File: config.mk
export PLATFORM = sky130hd
export DESIGN_NAME = fcfd_decoder
export DESIGN_NICKNAME = d
export VERILOG_FILES = /design/src/fcfd_pkg.sv /design/src/fcfd_decoder.sv
export SDC_FILE = /design/constraint.sdc
export NUM_CORES = 1
export LEC_CHECK = 0
export BUFFER_PORTS_ARGS = -buffer_cell sky130_fd_sc_hd__buf_2
export CAP_MARGIN = 0
export CORE_UTILIZATION = 40
export CTS_BUF_LIST = sky130_fd_sc_hd__clkbuf_4 sky130_fd_sc_hd__clkbuf_8 sky130_fd_sc_hd__clkbuf_16
export DETAILED_ROUTE_END_ITERATION = 12
export PLACE_DENSITY = 0.57
export SYNTH_ARGS = -nofsm -noshare
export SYNTH_HDL_FRONTEND = slang
export SYNTH_SLANG_ARGS = --single-unit
File: constraint.sdc
create_clock -name clock -period 2.62 [get_ports clock]
set_clock_uncertainty 0.15 [all_clocks]
set_input_delay 0.524 -clock clock [delete_from_list [all_inputs] [get_ports clock]]
set_output_delay 0.524 -clock clock [all_outputs]
set_load 0.01 [all_outputs]
File: src/fcfd_pkg.sv
// Package: constants and types for the command flag decoder
package fcfd_pkg;

  // ---------------------------------------------------------------
  // Clock and times
  // ---------------------------------------------------------------
  localparam int CLK_MHZ = 250;
  localparam int STEP_6_MS = 6;
  localparam int STEP_12_MS = 12;
  localparam int STEP_20_MS = 20;
  localparam int STEP_30_MS = 30;
  localparam int STEP_2_MS = 2;
  localparam int STEP_3_MS = 3;
  localparam int SETTLE_STD_MS = 30;
  localparam int SETTLE_FAST_MS = 15;
  localparam int CYC_PER_MS = CLK_MHZ * 1000;
  localparam int SPINUP_REVS = 6;

  // ---------------------------------------------------------------
  // Register offsets and field positions
  // ---------------------------------------------------------------
  localparam logic [3:0] ADDR_CMD = 4'h0;
  localparam logic [3:0] ADDR_OPT = 4'h1;
  localparam logic [3:0] ADDR_STAT = 4'h2;
  localparam logic [3:0] ADDR_IRQ_STAT = 4'h3;
  localparam logic [3:0] ADDR_IRQ_MASK = 4'h4;
  localparam logic [3:0] ADDR_VARIANT = 4'h5;
  localparam int BIT_UPDATE = 4;
  localparam int BIT_MULTI = 4;
  localparam int BIT_MOTOR = 3;
  localparam int BIT_SIDE = 3;
  localparam int BIT_VERIFY = 2;
  localparam int BIT_SETTLE = 2;
  localparam int BIT_CMP = 1;
  localparam int BIT_PRECOMP = 1;
  localparam int BIT_MARK = 0;
  localparam logic [7:0] VARIANT_RST = 8'h00;
  localparam logic [7:0] IRQ_MASK_RST = 8'h00;

  // ---------------------------------------------------------------
  // Types
  // ---------------------------------------------------------------
  typedef enum logic [1:0] {
    FCFD_STD_MOTOR = 2'b00,
    FCFD_FAST_MOTOR = 2'b01,
    FCFD_SIDE_CMP = 2'b10
  } fcfd_variant_t;

  typedef enum logic [2:0] {
    FCFD_CLS_NONE = 3'b000,
    FCFD_CLS_STEP = 3'b001,
    FCFD_CLS_READ = 3'b010,
    FCFD_CLS_WRITE = 3'b011,
    FCFD_CLS_TRACK = 3'b100,
    FCFD_CLS_TRACK_WR = 3'b101
  } fcfd_class_t;

  typedef enum logic [1:0] {
    FCFD_IDLE = 2'b00,
    FCFD_SPINUP = 2'b01,
    FCFD_SETTLE = 2'b10,
    FCFD_RUN = 2'b11
  } fcfd_state_t;

  // Decoded options passed to the sequencer
  typedef struct packed {
    logic [1:0] step_period_code;
    logic track_update;
    logic verify;
    logic multi_sector;
    logic spinup_en;
    logic side_expect;
    logic side_cmp_en;
    logic settle_en;
    logic precomp_en;
    logic deleted_mark_select;
  } fcfd_opts_t;

  // Interrupt condition bits of the force-interrupt command
  typedef struct packed {
    logic cond_immediate;
    logic cond_index_pulse;
    logic cond_ready_to_not_ready;
    logic cond_not_ready_to_ready;
  } fcfd_cond_t;

endpackage

File: src/fcfd_decoder.sv
// Module: command flag decoder with spin-up and settle timing
`timescale 1ns/1ps

module fcfd_decoder #(
  parameter int STEP_6_CYC = fcfd_pkg::STEP_6_MS * fcfd_pkg::CYC_PER_MS,
  parameter int STEP_12_CYC = fcfd_pkg::STEP_12_MS * fcfd_pkg::CYC_PER_MS,
  parameter int STEP_20_CYC = fcfd_pkg::STEP_20_MS * fcfd_pkg::CYC_PER_MS,
  parameter int STEP_30_CYC = fcfd_pkg::STEP_30_MS * fcfd_pkg::CYC_PER_MS,
  parameter int STEP_2_CYC = fcfd_pkg::STEP_2_MS * fcfd_pkg::CYC_PER_MS,
  parameter int STEP_3_CYC = fcfd_pkg::STEP_3_MS * fcfd_pkg::CYC_PER_MS,
  parameter int SETTLE_STD_CYC = fcfd_pkg::SETTLE_STD_MS * fcfd_pkg::CYC_PER_MS,
  parameter int SETTLE_FAST_CYC = fcfd_pkg::SETTLE_FAST_MS * fcfd_pkg::CYC_PER_MS
) (
  input wire logic clock, // System clock, 250 MHz
  input wire logic nrst, // Asynchronous reset, active low
  input wire logic [3:0] addr, // Register address
  input wire logic [7:0] wdata, // Write data
  input wire logic wr, // Write strobe
  input wire logic rd, // Read strobe
  output logic [7:0] rdata, // Read data, cycle after rd
  input wire logic drive_ready, // Drive ready pin
  input wire logic index_pulse, // Drive index pin
  input wire logic cmd_done, // Sequencer finished command
  output logic [23:0] step_period_cyc, // Step interval in cycles
  output fcfd_pkg::fcfd_opts_t opts, // Decoded options
  output logic cmd_start, // Pulse: sequencer may execute
  output logic cmd_abort, // Pulse: terminate current command
  output logic spindle_motor_on, // Spindle motor drive
  output logic irq // Interrupt, level
);

  // -------------------------------------------------------------
  // Pin synchronisers
  // -------------------------------------------------------------
  logic [1:0] ready_sync_reg;
  logic [1:0] index_sync_reg;
  logic ready_d_reg;
  logic index_d_reg;

  // Two flops on each pin, then one more for edge detect
  always_ff @(posedge clock or negedge nrst) begin
    if (!nrst) begin
      ready_sync_reg <= 2'h0;
      index_sync_reg <= 2'h0;
      ready_d_reg <= 1'b0;
      index_d_reg <= 1'b0;
    end else begin
      ready_sync_reg <= {ready_sync_reg[0], drive_ready};
      index_sync_reg <= {index_sync_reg[0], index_pulse};
      ready_d_reg <= ready_sync_reg[1];
      index_d_reg <= index_sync_reg[1];
    end
  end

  logic [1:0] prime_cnt_reg;
  logic edge_ok;

  // Edge detect stays off until every stage holds a real pin sample
  always_ff @(posedge clock or negedge nrst) begin
    if (!nrst) begin
      prime_cnt_reg <= 2'h0;
    end else if (prime_cnt_reg != 2'h3) begin
      prime_cnt_reg <= prime_cnt_reg + 2'h1;
    end
  end

  assign edge_ok = (prime_cnt_reg == 2'h3); // No false edge after reset

  logic ready_rise;
  logic ready_fall;
  logic index_rise;
  assign ready_rise = edge_ok & ready_sync_reg[1] & ~ready_d_reg;
  assign ready_fall = edge_ok & ~ready_sync_reg[1] & ready_d_reg;
  assign index_rise = edge_ok & index_sync_reg[1] & ~index_d_reg;

  // -------------------------------------------------------------
  // Variant selection register
  // -------------------------------------------------------------
  logic [7:0] variant_reg;
  fcfd_pkg::fcfd_variant_t variant;
  logic side_var;
  logic fast_var;
  assign variant = fcfd_pkg::fcfd_variant_t'(variant_reg[1:0]);
  assign side_var = (variant == fcfd_pkg::FCFD_SIDE_CMP);
  assign fast_var = (variant == fcfd_pkg::FCFD_FAST_MOTOR);

  always_ff @(posedge clock or negedge nrst) begin
    if (!nrst) begin
      variant_reg <= fcfd_pkg::VARIANT_RST;
    end else if (wr && addr == fcfd_pkg::ADDR_VARIANT) begin
      variant_reg <= {6'h00, wdata[1:0]};
    end
  end

  // -------------------------------------------------------------
  // Command classification
  // -------------------------------------------------------------
  logic cmd_wr;
  logic force_int;
  fcfd_pkg::fcfd_class_t cls;
  assign cmd_wr = wr && (addr == fcfd_pkg::ADDR_CMD);
  assign force_int = (wdata[7:4] == 4'hD);

  // Opcode high bits give the command type
  always_comb begin
    case (wdata[7:5])
      3'h0, 3'h1, 3'h2, 3'h3: cls = fcfd_pkg::FCFD_CLS_STEP;
      3'h4: cls = fcfd_pkg::FCFD_CLS_READ;
      3'h5: cls = fcfd_pkg::FCFD_CLS_WRITE;
      3'h6: cls = force_int ? fcfd_pkg::FCFD_CLS_NONE : fcfd_pkg::FCFD_CLS_TRACK;
      3'h7: cls = wdata[4] ? fcfd_pkg::FCFD_CLS_TRACK_WR : fcfd_pkg::FCFD_CLS_TRACK;
      default: cls = fcfd_pkg::FCFD_CLS_NONE;
    endcase
  end

  // -------------------------------------------------------------
  // Option decode
  // -------------------------------------------------------------
  fcfd_pkg::fcfd_opts_t opts_next;
  logic is_step;
  logic is_sect;
  logic is_trk;
  logic is_wr;
  assign is_step = (cls == fcfd_pkg::FCFD_CLS_STEP);
  assign is_sect = (cls == fcfd_pkg::FCFD_CLS_READ) || (cls == fcfd_pkg::FCFD_CLS_WRITE);
  assign is_trk = (cls == fcfd_pkg::FCFD_CLS_TRACK) || (cls == fcfd_pkg::FCFD_CLS_TRACK_WR);
  assign is_wr = (cls == fcfd_pkg::FCFD_CLS_WRITE) || (cls == fcfd_pkg::FCFD_CLS_TRACK_WR);

  // Fields not meaningful for the command or variant decode to zero
  always_comb begin
    opts_next = '0;
    if (is_step) begin
      opts_next.step_period_code = wdata[1:0];
      opts_next.track_update = wdata[fcfd_pkg::BIT_UPDATE];
      opts_next.verify = wdata[fcfd_pkg::BIT_VERIFY];
    end
    if (is_sect) begin
      opts_next.multi_sector = wdata[fcfd_pkg::BIT_MULTI];
    end
    if (!side_var) begin
      opts_next.spinup_en = ~wdata[fcfd_pkg::BIT_MOTOR];
    end
    if (side_var && is_sect) begin
      opts_next.side_expect = wdata[fcfd_pkg::BIT_SIDE];
      opts_next.side_cmp_en = wdata[fcfd_pkg::BIT_CMP];
    end
    if (is_sect || is_trk) begin
      opts_next.settle_en = wdata[fcfd_pkg::BIT_SETTLE];
    end
    if (!side_var && is_wr) begin
      opts_next.precomp_en = ~wdata[fcfd_pkg::BIT_PRECOMP];
    end
    if (cls == fcfd_pkg::FCFD_CLS_WRITE) begin
      opts_next.deleted_mark_select = wdata[fcfd_pkg::BIT_MARK];
    end
  end

  // Track commands on the side variant leave bits 3 and 1 undecoded
  always_ff @(posedge clock or negedge nrst) begin
    if (!nrst) begin
      opts <= '0;
    end else if (cmd_wr && cls != fcfd_pkg::FCFD_CLS_NONE) begin
      opts <= opts_next;
    end
  end

  // Step period lookup from latched code
  always_ff @(posedge clock or negedge nrst) begin
    if (!nrst) begin
      step_period_cyc <= 24'h000000;
    end else begin
      case (opts.step_period_code)
        2'h0: step_period_cyc <= 24'(STEP_6_CYC);
        2'h1: step_period_cyc <= 24'(STEP_12_CYC);
        2'h2: step_period_cyc <= fast_var ? 24'(STEP_2_CYC) : 24'(STEP_20_CYC);
        2'h3: step_period_cyc <= fast_var ? 24'(STEP_3_CYC) : 24'(STEP_30_CYC);
        default: step_period_cyc <= 24'(STEP_6_CYC);
      endcase
    end
  end

  // -------------------------------------------------------------
  // Spin-up and settle sequencer
  // -------------------------------------------------------------
  fcfd_pkg::fcfd_state_t state_reg;
  logic [23:0] wait_reg;
  logic [2:0] rev_reg;
  logic new_cmd;
  logic want_spin;
  logic want_settle;
  assign new_cmd = cmd_wr && cls != fcfd_pkg::FCFD_CLS_NONE;
  assign want_spin = opts_next.spinup_en && !spindle_motor_on;
  assign want_settle = opts_next.settle_en;

  // Motor start waits index revolutions, settle waits a timed delay
  always_ff @(posedge clock or negedge nrst) begin
    if (!nrst) begin
      state_reg <= fcfd_pkg::FCFD_IDLE;
      wait_reg <= 24'h000000;
      rev_reg <= 3'h0;
      cmd_start <= 1'b0;
      spindle_motor_on <= 1'b0;
    end else begin
      cmd_start <= 1'b0;
      if (cmd_wr && force_int) begin
        state_reg <= fcfd_pkg::FCFD_IDLE;
      end else begin
        case (state_reg)
          fcfd_pkg::FCFD_IDLE: begin
            if (new_cmd) begin
              rev_reg <= 3'h0;
              wait_reg <= fast_var ? 24'(SETTLE_FAST_CYC) : 24'(SETTLE_STD_CYC);
              if (want_spin) begin
                spindle_motor_on <= 1'b1;
                state_reg <= fcfd_pkg::FCFD_SPINUP;
              end else if (want_settle) begin
                state_reg <= fcfd_pkg::FCFD_SETTLE;
              end else begin
                cmd_start <= 1'b1;
                state_reg <= fcfd_pkg::FCFD_RUN;
              end
            end
          end
          fcfd_pkg::FCFD_SPINUP: begin
            if (index_rise) begin
              rev_reg <= rev_reg + 3'h1;
              if (rev_reg == 3'(fcfd_pkg::SPINUP_REVS - 1)) begin
                if (opts.settle_en) begin
                  state_reg <= fcfd_pkg::FCFD_SETTLE;
                end else begin
                  cmd_start <= 1'b1;
                  state_reg <= fcfd_pkg::FCFD_RUN;
                end
              end
            end
          end
          fcfd_pkg::FCFD_SETTLE: begin
            if (wait_reg <= 24'h000001) begin
              cmd_start <= 1'b1;
              state_reg <= fcfd_pkg::FCFD_RUN;
            end else begin
              wait_reg <= wait_reg - 24'h000001;
            end
          end
          fcfd_pkg::FCFD_RUN: begin
            if (cmd_done) begin
              state_reg <= fcfd_pkg::FCFD_IDLE;
            end
          end
          default: state_reg <= fcfd_pkg::FCFD_IDLE;
        endcase
      end
    end
  end

  // -------------------------------------------------------------
  // Force interrupt conditions
  // -------------------------------------------------------------
  fcfd_pkg::fcfd_cond_t cond_reg;
  logic cond_none;
  assign cond_none = (wdata[3:0] == 4'h0);

  // Conditions latched by force-interrupt; abort pulse on every such command
  always_ff @(posedge clock or negedge nrst) begin
    if (!nrst) begin
      cond_reg <= '0;
      cmd_abort <= 1'b0;
    end else begin
      cmd_abort <= cmd_wr && force_int;
      if (cmd_wr && force_int) begin
        cond_reg <= fcfd_pkg::fcfd_cond_t'(wdata[3:0]);
      end
    end
  end

  // -------------------------------------------------------------
  // Interrupt status and mask
  // -------------------------------------------------------------
  logic [7:0] irq_stat_reg;
  logic [7:0] irq_mask_reg;
  logic [7:0] irq_set;

  // bit0 not-ready->ready, bit1 ready->not-ready, bit2 index, bit3 immediate, bit4 done
  always_comb begin
    irq_set = 8'h00;
    irq_set[0] = side_var && cond_reg.cond_not_ready_to_ready && ready_rise;
    irq_set[1] = side_var && cond_reg.cond_ready_to_not_ready && ready_fall;
    irq_set[2] = cond_reg.cond_index_pulse && index_rise;
    irq_set[3] = cmd_wr && force_int && wdata[3];
    irq_set[4] = cmd_done && !(cmd_wr && force_int && cond_none);
  end

  // Set wins over write-one-to-clear
  always_ff @(posedge clock or negedge nrst) begin
    if (!nrst) begin
      irq_stat_reg <= 8'h00;
    end else if (wr && addr == fcfd_pkg::ADDR_IRQ_STAT) begin
      irq_stat_reg <= (irq_stat_reg & ~wdata) | irq_set;
    end else begin
      irq_stat_reg <= irq_stat_reg | irq_set;
    end
  end

  // Mask register
  always_ff @(posedge clock or negedge nrst) begin
    if (!nrst) begin
      irq_mask_reg <= fcfd_pkg::IRQ_MASK_RST;
    end else if (wr && addr == fcfd_pkg::ADDR_IRQ_MASK) begin
      irq_mask_reg <= wdata;
    end
  end

  // Interrupt output from a flop
  always_ff @(posedge clock or negedge nrst) begin
    if (!nrst) begin
      irq <= 1'b0;
    end else begin
      irq <= |(irq_stat_reg & irq_mask_reg);
    end
  end

  // -------------------------------------------------------------
  // Read data
  // -------------------------------------------------------------
  logic [7:0] last_cmd_reg;

  // Last accepted command word
  always_ff @(posedge clock or negedge nrst) begin
    if (!nrst) begin
      last_cmd_reg <= 8'h00;
    end else if (cmd_wr) begin
      last_cmd_reg <= wdata;
    end
  end

  // Read mux, unmapped reads zero
  always_ff @(posedge clock or negedge nrst) begin
    if (!nrst) begin
      rdata <= 8'h00;
    end else if (rd) begin
      case (addr)
        fcfd_pkg::ADDR_CMD: rdata <= last_cmd_reg;
        fcfd_pkg::ADDR_OPT: rdata <= {opts.track_update | opts.multi_sector, opts.spinup_en,
                                      opts.settle_en | opts.verify, opts.side_cmp_en | opts.precomp_en,
                                      opts.side_expect, opts.deleted_mark_select, opts.step_period_code};
        fcfd_pkg::ADDR_STAT: rdata <= {2'h0, ready_sync_reg[1], spindle_motor_on, cond_reg.cond_index_pulse,
                                       3'(state_reg)};
        fcfd_pkg::ADDR_IRQ_STAT: rdata <= irq_stat_reg;
        fcfd_pkg::ADDR_IRQ_MASK: rdata <= irq_mask_reg;
        fcfd_pkg::ADDR_VARIANT: rdata <= variant_reg;
        default: rdata <= 8'h00;
      endcase
    end else begin
      rdata <= 8'h00;
    end
  end

endmodule

# Word-level counts from Yosys, hierarchy flattened
# Cells that the tools add are included.
classes:
  add_sub_neg: 3
  n_bitwise: 20
  mux: 42
  reduce_logical: 38
  n_eq_ne: 37
  order_cmp: 1
op_table:
  columns: ["cell", "n"]
  rows:
  - ["case mux 24 bit (4 select lines)", 1]
  - ["two-way mux 23 bit", 3]
  - ["two-way mux 24 bit", 2]
  - ["case mux 24 bit (2 select lines)", 1]
  - ["case mux 8 bit (6 select lines)", 1]
  - ["<= comparator 24 x 1 -> 1 bit, second input constant", 1]
  - ["subtractor 24 x 1 -> 24 bit, second input constant", 1]
  - ["equality test 3 bit, second input constant", 7]
  - ["logical AND 1 bit", 17]
  - ["bitwise AND 8 bit", 2]
  - ["two-way mux 1 bit", 16]
  - ["two-way mux 2 bit", 8]
  - ["two-way mux 8 bit", 2]
  - ["OR 8 x 5 -> 8 bit", 2]
  - ["!= test 3 bit, second input constant", 5]
  - ["case mux 3 bit (5 select lines)", 1]
  - ["equality test 2 bit, second input constant", 6]
  - ["equality test 3 x 2 -> 1 bit, second input constant", 4]
  - ["AND reduction 4 bit", 3]
  - ["two-way mux 3 bit", 3]
  - ["equality test 4 x 2 -> 1 bit, second input constant", 2]
  - ["equality test 4 x 3 -> 1 bit, second input constant", 2]
  - ["logical NOT 4 bit", 2]
  - ["!= test 2 bit, second input constant", 4]
  - ["other kinds (23)", 45]
word_totals:
  ff_bits: 113
  input_bits: 19
  output_inout_bits: 47

# Logic depth before layout (Yosys ltp)
# Gate-level depths: netlist of run 1.
depth:
  ltp_word: 12
  mapped_depth: 10

# Worst setup path after synthesis of run 1
# OpenSTA, ideal clock, no wires.
synth_timing:
  kind: "input-to-reg"
  from: "input addr[2]"
  to: "register wait_reg[13]"
  required_time_ps: 2338
  path_buffers: 2
  path_stages: 8
  arrival_time_ps: 2193
  path_slack_ps: 146
  path_cell_list: "or4_4 > or3_1 > buf_6 > clkinv_4 > or3_4 > buf_8 > nor4_1 > or3b_1"
synth_between:
  elab_chain_cells: 5
synth_lines:
  columns: ["element", "line_no", "rtl"]
  rows:
  - ["start, declared", "fcfd_decoder.sv:16", "input wire logic [3:0] addr,"]
  - ["logical NOT 4 bit *", "fcfd_decoder.sv:101", "assign cmd_wr = wr && (addr == fcfd_pkg::ADDR_CMD);"]
  - ["logical AND 1 bit *", "fcfd_decoder.sv:101", null]
  - ["logical AND 1 bit, on equally long branches", "fcfd_decoder.sv:191, fcfd_decoder.sv:205", null]
  - ["!= test 2 bit (no source line) / inverter 1 bit (equally long branches)", null, null]
  - ["AND reduction 4 bit (no source line) *", null, null]
  - ["end signal, assigned", "fcfd_decoder.sv:212", "wait_reg <= fast_var ? 24'(SETTLE_FAST_CYC) : 24'(SETTLE_STD_CYC);"]
  - ["end signal, assigned", "fcfd_decoder.sv:242", "wait_reg <= wait_reg - 24'h000001;"]
  - ["end, declared", "fcfd_decoder.sv:186", "logic [23:0] wait_reg;"]
# Every way passes the cells marked *; elsewhere a longest branch is shown, timed or not.
# A chain may end at the register's enable or synchronous reset.

# Worst setup path after layout of run 1
layout_timing:
  from: "register wait_reg[16]"
  to: "register wait_reg[23]"
layout_between:
  elab_chain_cells: 3
layout_lines:
  columns: ["element", "line_no"]
  rows:
  - ["subtractor 24 x 1 -> 24 bit / <= comparator 24 x 1 -> 1 bit (equally long branches)", "fcfd_decoder.sv:242, fcfd_decoder.sv:238"]
  - ["two-way mux 24 bit / != test 2 bit (equally long branches)", null]
  - ["case mux 24 bit (2 select lines) / AND reduction 4 bit (equally long branches)", null]
# Parallel ways exist; a longest one is shown, timed or not. The select of a mux whose other input is x is not followed.

==> metrics.txt, run 1 <==
vias per inst 5.575; Max Cap Violations 0; max FFs per register 24; Crit path buffers/inverters 0; Layout area overhead 20.09%; post-synthesis register bit count 106; clock sink total 106; sequential share of the synthesized area 0.5271; outcome complete, no violations; clock latency on the worst-skew pair 0.35 ns; CP top delay family simple AND/OR/NAND/NOR gates; top cells by count, synth dfrtp_1, nand2_1, nor2_1; area leader, netlist dfrtp_1; normalized max-slew margin 0.6349; Req. time, crit path 2.70 ns; vias in the first global route 3,981; Mapped Area 5032 um^2; drt first-iter violations 318; Initial Util 0.4138; Sw Share 0.3642; multi-input logic area 2165 um^2; Overflow after GRT 0; total power 0.005344 W; combinational share of power 0.322; VDD IR max 0.5779 mV; final setup fails 0; crit end category flop; Final Cycle Share 0.9372; # fillers 1,136; critical path's slowest cell or4_1; Peak Freq 407.3 MHz; largest net degree at the start of global routing 44; IO Count 66; static leakage 2.687 nW; RSZ-0062 raised after global routing no; Post-synth ARST share 1.000; Port-buffer cells 60; Power Dens Cells 884.3 nW/um^2; Yosys cell types 64; Clk pin slew, worst setup/hold paths 0.07 ns; net switching power 0.001946 W; first-pass GRT wire length 21.59 mm; number of nets in the layout 596; Mapped Cells 476; global-route usage over all layers 0.2169; Die H 114.2 um; gpl congestion 0.8267; CTS root buf clkbuf_16; Synth top area share 0.5271; most frequent cell after synthesis dfrtp_1; CP Data Arrival Time 2.53 ns; first-pass iteration count of the detailed router 5; CTS tree built; final worst slack 0.1646 ns; worst hold margin 0.1289 ns; internal power 0.003398 W; CTS buffer count 9; initial antenna violation count 0; Period minus WS final 2.455 ns; DR WL/cell 17.75 um; Slew @ Worst Pin 0.5476 ns; Post-synth top flop dfrtp_1; critical path fanouts, max 5; H-tree depth 3; Register Area 2653 um^2; YS warnings 0; Die Width 114.2 um; sequential share of power 0.427; share of post-route cells with drive strength above 1 0.2635; post-DP HPWL 9.497 mm; worst-path cell chain or3_1, or4_1, or2_2, o41ai_1, a21oi_1; Syn Area/Cell 10.57 um^2; routed wire length 13.15 mm; final setup TNS 0 ns; Post-CTS Resized 0; core box area 12,160 um^2; Crit Path Category flop to flop; EDFF count, synth 0; final antenna diode count 0; slowest cell delay on critical path 0.59 ns; Setup WS pre-CTS -0.1259 ns; Site Rows 40; Clk pwr share 0.251; synth top area cells dfrtp_1, nand2_1, mux2_2, a22o_1, ha_1; Slew Limit Fails 0; Max clock buf depth 2; die area 13,030 um^2; Final Hold Vio Count 0; Startpoint Class flop; DRT antenna net count 0; Vias 4,131; Min-Delay Path Class primary input to flop; drt drc 0
==> per-stage QoR <==
step / utilization / std cells / cell area, um^2
3_3_place_gp: 0.4718 / 724 / 5738
6_report: 0.4969 / 741 / 6043
2_1_floorplan: - / 480 / 5047
5_1_grt: 0.4969 / 741 / 6043
4_1_cts: 0.4969 / 741 / 6043
3_5_place_dp: 0.4718 / 724 / 5738
==> cells in the final DEF (no fill, tap or decap), types with 6 or more instances in the layout <==
master / Yosys / final
a31oi_1: 12 / 12
mux2_2: 17 / 17
nor4_1: 10 / 10
buf_2: 3 / 59
o31ai_1: 8 / 8
nand3_1: 10 / 10
o21ai_0: 20 / 20
nor2_1: 22 / 22
nand2b_1: 6 / 6
inv_1: 15 / 15
a21oi_1: 13 / 13
dfrtp_1: 106 / 106
a22o_1: 14 / 14
or4_1: 6 / 6
a22oi_1: 13 / 13
clkbuf_16: 0 / 9
buf_4: 8 / 44
or3_1: 11 / 11
nor3_1: 17 / 17
nand2_1: 56 / 56
nand4_1: 7 / 7
ha_1: 9 / 9
==> area by class of cell <==
cell class / count / area share
Timing Repair Buffer: 105 / 0.1085
Multi-Input combinational cell: 330 / 0.3582
Clock buffer: 10 / 0.03954
Inverter: 16 / 0.01077
Tap cell: 168 / 0.03478
Clock inverter: 6 / 0.009317
Sequential cell: 106 / 0.4389
==> path summary, 6_finish.rpt <==
kind,slack [ns],cells after the start,from,endpoint
worst min register to register,0.20,0,index_sync_reg[0],index_sync_reg[1]
worst min-delay path,0.13,1,drive_ready,ready_sync_reg[0]
worst max register to register,0.16,5,wait_reg[16],wait_reg[23]
min in group asynchronous,0.54,2,nrst,step_period_cyc[9]
worst max-delay path,0.16,5,wait_reg[16],wait_reg[23]
max in group asynchronous,1.10,3,nrst,irq_stat_reg[7]
==> cells by family (layout without fill, tap and decap cells) <==
| group | after synthesis | after routing | synth area share |
|---|---|---|---|
| fa+ha+maj | 9 | 9 | 0.02238 |
| buf+inv | 44 | 137 | 0.04575 |
| xor+xnor | 2 | 2 | 0.003481 |
| mux | 20 | 20 | 0.04401 |
| simple gates | 178 | 178 | 0.1900 |
| other cells | 1 | 5 | 0.0007452 |
| flops | 106 | 106 | 0.5271 |
| compound gates | 116 | 116 | 0.1666 |
==> timing repair <==
action                                 in CTS  in global routing
endpoints found under the hold margin      21                  0
setup buffers                               0                  0
hold buffers                                1                  0
==> power by group through the flow <==
stage               logic (W)  clock network (W)  registers (W)
detailed placement    0.00171                  0        0.00230
global placement      0.00166                  0        0.00229
CTS                   0.00172            0.00138        0.00228
finish                0.00172            0.00134        0.00228
global route          0.00190            0.00144        0.00234
floorplan             0.00113                  0        0.00226
==> per-layer routing <==
metal  share of wire  global-route usage  vias up
met3           0.059             0.05876        7
met1            0.47              0.3048     2034
met5               0                   0        -
li1                -                   -     1958
met4          0.0076             0.05108        0
met2            0.46              0.3341      132
==> worst register-to-register path: stages, from the launching register on <==
cell and delay [ns]:
dfrtp_1 0.43, or3_1 0.47, or4_1 0.59, or2_2 0.33, o41ai_1 0.26, a21oi_1 0.11
Power figures use the tool's default switching activity.
==> inputs of run 2 (changes only) <==
CORE_MARGIN = 2   (was unset)
==> run 2 against run 1 <==
First-iteration DRC count is 11% lower. Utilization is 0.36 points higher. Register-to-register slack worse by 0.03 ns. Combinational power hardly changed. Die area is 3.5% higher. Global-route usage is 0.75 points lower. Worst setup slack worse by 0.034 ns. Largest power group unchanged. Via count is 2.7% higher. Sequential share of layout area is 0.32 points lower.
==> metrics.txt, run 2 (synthesized netlist as in run 1, its figures left out) <==
R2R setup slack 0.13 ns; global-route usage over all layers 0.2095; H-tree depth 3; Period minus WS final 2.490 ns; DR WL/cell 17.83 um; CTS buffer count 9; DP Area 5753 um^2; combinational share of power 0.318; sequential share of power 0.422; Power Dens Cells 891.0 nW/um^2; R2R Path End wait_reg[23]; Slew Limit Fails 0; Final Hold Vio Count 0; CTS tree built; CTS root buf clkbuf_16; post-DP HPWL 9.575 mm; final setup TNS 0 ns; Overflow after GRT 0; Die H 116.2 um; Port-buffer cells 60; Layout area overhead 20.96%; outcome complete, no violations; Initial Util 0.4138; max FFs per register 24; clock sink total 106; final setup fails 0; gpl congestion 0.8628; Min-Delay Path Class primary input to asynchronous set/reset pin; largest net degree at the start of global routing 43; Final Util 0.5005; normalized max-slew margin 0.4356; Final Cycle Share 0.9503; Site Rows 40; core box area 12,160 um^2; final worst slack 0.1302 ns; IO Count 66; crit end category flop; die area 13,490 um^2; Max clock buf depth 2; VDD IR max 0.3207 mV; Peak Freq 401.6 MHz; CP Data Arrival Time 2.58 ns; DRT antenna net count 0; net switching power 0.001938 W; routed wire length 13.23 mm; final antenna diode count 0; Clk pwr share 0.261; Req. time, crit path 2.71 ns; clock latency on the worst-skew pair 0.36 ns; critical path fanouts, max 5; Startpoint Class flop; vias per inst 5.720; first-pass iteration count of the detailed router 5; share of post-route cells with drive strength above 1 0.2718; FF-to-FF path depth 5; worst hold margin 0.001786 ns; cts hold-fix bufs 0; Vias 4,244; vias in the first global route 4,041; Clk pin slew, worst setup/hold paths 0.08 ns; Reg-to-Reg Start wait_reg[16]; Max Cap Violations 0; fin area 6087 um^2; number of nets in the layout 597; initial antenna violation count 0; Die Width 116.2 um; drt drc 0; static leakage 2.715 nW; internal power 0.003485 W; commonest non-fill, non-tap cells in the layout dfrtp_1, buf_2, nand2_1; Sw Share 0.3574; leading cell type in the layout, fill and taps excluded dfrtp_1; drt first-iter violations 282; Setup WS pre-CTS -0.08420 ns; Slew @ Worst Pin 0.8389 ns; Crit Path Category flop to flop; first-pass GRT wire length 21.43 mm
[run 2: cell count changes in the layout (fill, tap and decap cells not counted)]
cell / before / now
nor3_2: 2 / 3
bufinv_16: 0 / 1
inv_6: 1 / 0
dlygate4sd3_1: 1 / 0
and4_1: 4 / 3
clkinv_2: 0 / 1
and4_2: 0 / 1
nor4b_4: 0 / 1
nor3_1: 17 / 16
clkinv_4: 3 / 2
nor4b_1: 2 / 1
buf_4: 44 / 46
[run 2: per-layer routing]
metal | vias up | routed length [um] | track usage
met4 | 0 | 299 | 0.09127
met3 | 22 | 839 | 0.03996
met2 | 156 | 6053 | 0.3154
met1 | 2119 | 6036 | 0.2973
met5 | - | 0 | 0
li1 | 1947 | - | -
[run 2: per-stage QoR]
stage          cells  power, W
6_report         742  0.005424
4_1_cts          742  0.005433
3_5_place_dp     726  0.003993
2_1_floorplan    480  0.003387
5_1_grt          742  0.005769
3_3_place_gp     726  0.003947
[run 2: layout make-up]
class,instances,area (um^2)
Clock inverter,6,73.82
Inverter,16,65.06
Sequential cell,106,2653
Multi-Input combinational cell,330,2186
Clock buffer,10,239.0
Tap cell,168,210.2
Fill cell,1100,6075
Timing Repair Buffer,106,660.6
[run 2: timing repair]
action                                  in CTS  in global routing
endpoints found under the setup margin       0                  5
resized for setup                            0                  4
setup buffers                                0                  0
[run 2: how the worst max path moves through the flow]
| stage | start | to | slack (ns) | cells after the start |
|---|---|---|---|---|
| after floorplan | addr[2] | wait_reg[13] | 0.15 | 8 |
| after global placement | addr[2] | wait_reg[13] | -0.09 | 7 |
| after detailed placement | addr[2] | wait_reg[13] | -0.08 | 7 |
| after CTS | wait_reg[16] | wait_reg[2] | 0.1 | 6 |
| after global routing | wait_reg[0] | wait_reg[18] | -0.02 | 8 |
| final | wait_reg[16] | wait_reg[23] | 0.13 | 5 |
[run 2: critical path, stage by stage, from the launching register on]
cell and delay (ns):
dfrtp_1 0.43, or3_1 0.50, or4_1 0.60, or2_2 0.34, o41ai_1 0.25, a21oi_1 0.10
[run 2: power by group through the flow]
stage,Clock (W),Combinational [W],Sequential [W]
after CTS,0.00146,0.00170,0.00227
after floorplan,0,0.00113,0.00226
after global placement,0,0.00165,0.00229
final,0.00141,0.00172,0.00229
after detailed placement,0,0.00169,0.00230
after global routing,0.00151,0.00192,0.00234
==> inputs of run 3 (changes only) <==
CORE_UTILIZATION = 58   (was 40)
PLACE_DENSITY = 0.78   (was 0.57)
==> run 3 against run 2 <==
Flip-flop and latch count unchanged. Combinational power shrank 2%. Via count fell by 0.61%. Final cell count down 10%. Worst hold slack better by 0.10 ns. Global-route usage up 6.4 points. Power shrank 8.3%. Die area decreased by 30%. Register-to-register slack worse by 0.02 ns. Non-clock buffer count is 11 lower. First-iteration DRC count increased by 34%. Design area shrank 4.7%. Critical path type unchanged.
==> metrics.txt, run 3 (synthesized netlist as in run 1, its figures left out) <==
Final Cycle Share 0.9577; Overflow after GRT 0; number of nets in the layout 586; Final Hold Vio Count 0; Final Util 0.6986; Reg-to-Reg Start wait_reg[16]; Max Cap Violations 0; Site Rows 33; CP Data Arrival Time 2.62 ns; Slew Limit Fails 0; Port-buffer cells 60; largest net degree at the start of global routing 48; sequential share of power 0.462; drt first-iter violations 377; final setup fails 0; global-route usage over all layers 0.2732; Post-CTS Setup Inserts 0; routed wire length 12.72 mm; Sw Share 0.3846; normalized max-slew margin 0.4526; first-pass iteration count of the detailed router 5; drt drc 0; H-tree depth 3; post-DP HPWL 8.986 mm; Hold Path Sink index_sync_reg[0]; DR WL/cell 19.04 um; Peak Freq 398.5 MHz; CTS tree built; Register Area 2653 um^2; combinational share of power 0.338; commonest non-fill, non-tap cells in the layout dfrtp_1, buf_2, nand2_1; clock sink total 106; Req. time, crit path 2.73 ns; VDD IR max 0.5764 mV; net switching power 0.001913 W; die area 9437 um^2; multi-input logic area 2172 um^2; Min-Delay Path Depth 1; first-pass GRT wire length 21.07 mm; Crit Path Category flop to flop; vias in the first global route 4,199; Die Width 97.15 um; critical path fanouts, max 7; leading cell type in the layout, fill and taps excluded dfrtp_1; max FFs per register 24; Vias 4,218; static leakage 2.596 nW; Clk pwr share 0.200; Min-Delay Path Class primary input to flop; CTS buffer count 9; hold path start index_pulse; IO Count 66; Clk pin slew, worst setup/hold paths 0.11 ns; internal power 0.003062 W; Max clock buf depth 2; DRT antenna net count 0; Power Dens Cells 858.0 nW/um^2; FF-to-FF path depth 5; worst hold margin 0.1030 ns; R2R Path End wait_reg[13]; gpl congestion 0.9375; Startpoint Class flop; Layout area overhead 15.22%; final setup TNS 0 ns; initial antenna violation count 0; R2R setup slack 0.11 ns; Slew @ Worst Pin 0.8136 ns; total power 0.004975 W; outcome complete, no violations; Die H 97.15 um; clock latency on the worst-skew pair 0.37 ns; # fillers 628; core box area 8299 um^2; CTS root buf clkbuf_8; share of post-route cells with drive strength above 1 0.2540; Initial Util 0.6064; Period minus WS final 2.509 ns; crit end category flop; vias per inst 6.314; final antenna diode count 0
## run 3: changes by cell type in the layout (fill, tap and decap cells not counted)
cell,previous run,this run
inv_8,2,0
dlygate4sd3_1,0,1
nor3_1,16,17
clkinv_4,2,1
inv_6,0,4
clkinv_2,1,0
clkbuf_16,9,0
bufinv_16,1,0
buf_4,46,34
nor4b_4,1,0
clkinv_8,0,1
nor3_2,3,2
clkbuf_8,1,10
nor4b_2,1,2
## run 3: area by class of cell
| class | count | area share |
|---|---|---|
| Sequential cell | 106 | 0.4575 |
| Tap cell | 105 | 0.02266 |
| Inverter | 16 | 0.01122 |
| Multi-Input combinational cell | 330 | 0.3746 |
| Clock inverter | 6 | 0.01014 |
| Clock buffer | 10 | 0.02374 |
| Timing Repair Buffer | 95 | 0.1001 |
## run 3: what timing repair did
| item | in CTS | in global routing |
|---|---|---|
| gates resized for setup | 0 | 2 |
| hold buffers | 1 | 0 |
| hold endpoints to repair | 32 | 0 |
| setup endpoints to repair | 0 | 5 |
## run 3: worst max-delay path by stage
stage	startpoint	end	slack, ns
after CTS	wait_reg[16]	wait_reg[13]	0.11
after global routing	wait_reg[16]	wait_reg[18]	-0.004
final	wait_reg[16]	wait_reg[13]	0.11
after global placement	addr[2]	wait_reg[15]	-0.06
after detailed placement	addr[2]	wait_reg[13]	-0.09
after floorplan	addr[2]	wait_reg[13]	0.15
## run 3: layer usage
layer | vias up | share of wire | GRT usage
met4 | 0 | 0.018 | 0.08667
met3 | 21 | 0.066 | 0.04317
met1 | 2078 | 0.43 | 0.3868
met5 | - | 0 | 0
met2 | 185 | 0.49 | 0.4359
li1 | 1934 | - | -
## run 3: metrics by stage
stage / setup WS (ns) / cells / instance area, um^2
after floorplan: 0.1457 / 480 / 5047
after global placement: -0.05935 / 651 / 5584
after detailed placement: -0.09092 / 651 / 5584
after CTS: 0.1124 / 668 / 5791
after global routing: -0.003663 / 668 / 5798
final: 0.1107 / 668 / 5798
## run 3: power groups by stage
| stage | registers, W | clock network (W) | logic (W) |
|---|---|---|---|
| final | 0.00230 | 0.000996 | 0.00168 |
| after global routing | 0.00234 | 0.00108 | 0.00185 |
| after CTS | 0.00228 | 0.00102 | 0.00165 |
| after detailed placement | 0.00230 | 0 | 0.00165 |
| after global placement | 0.00228 | 0 | 0.00157 |
| after floorplan | 0.00226 | 0 | 0.00113 |
## run 3: critical path, stage by stage (launching register included)
cell and delay, ns:
dfrtp_1 0.45, or3_1 0.47, nor4b_2 0.48, and4_2 0.42, nor4_1 0.08, or3b_1 0.34
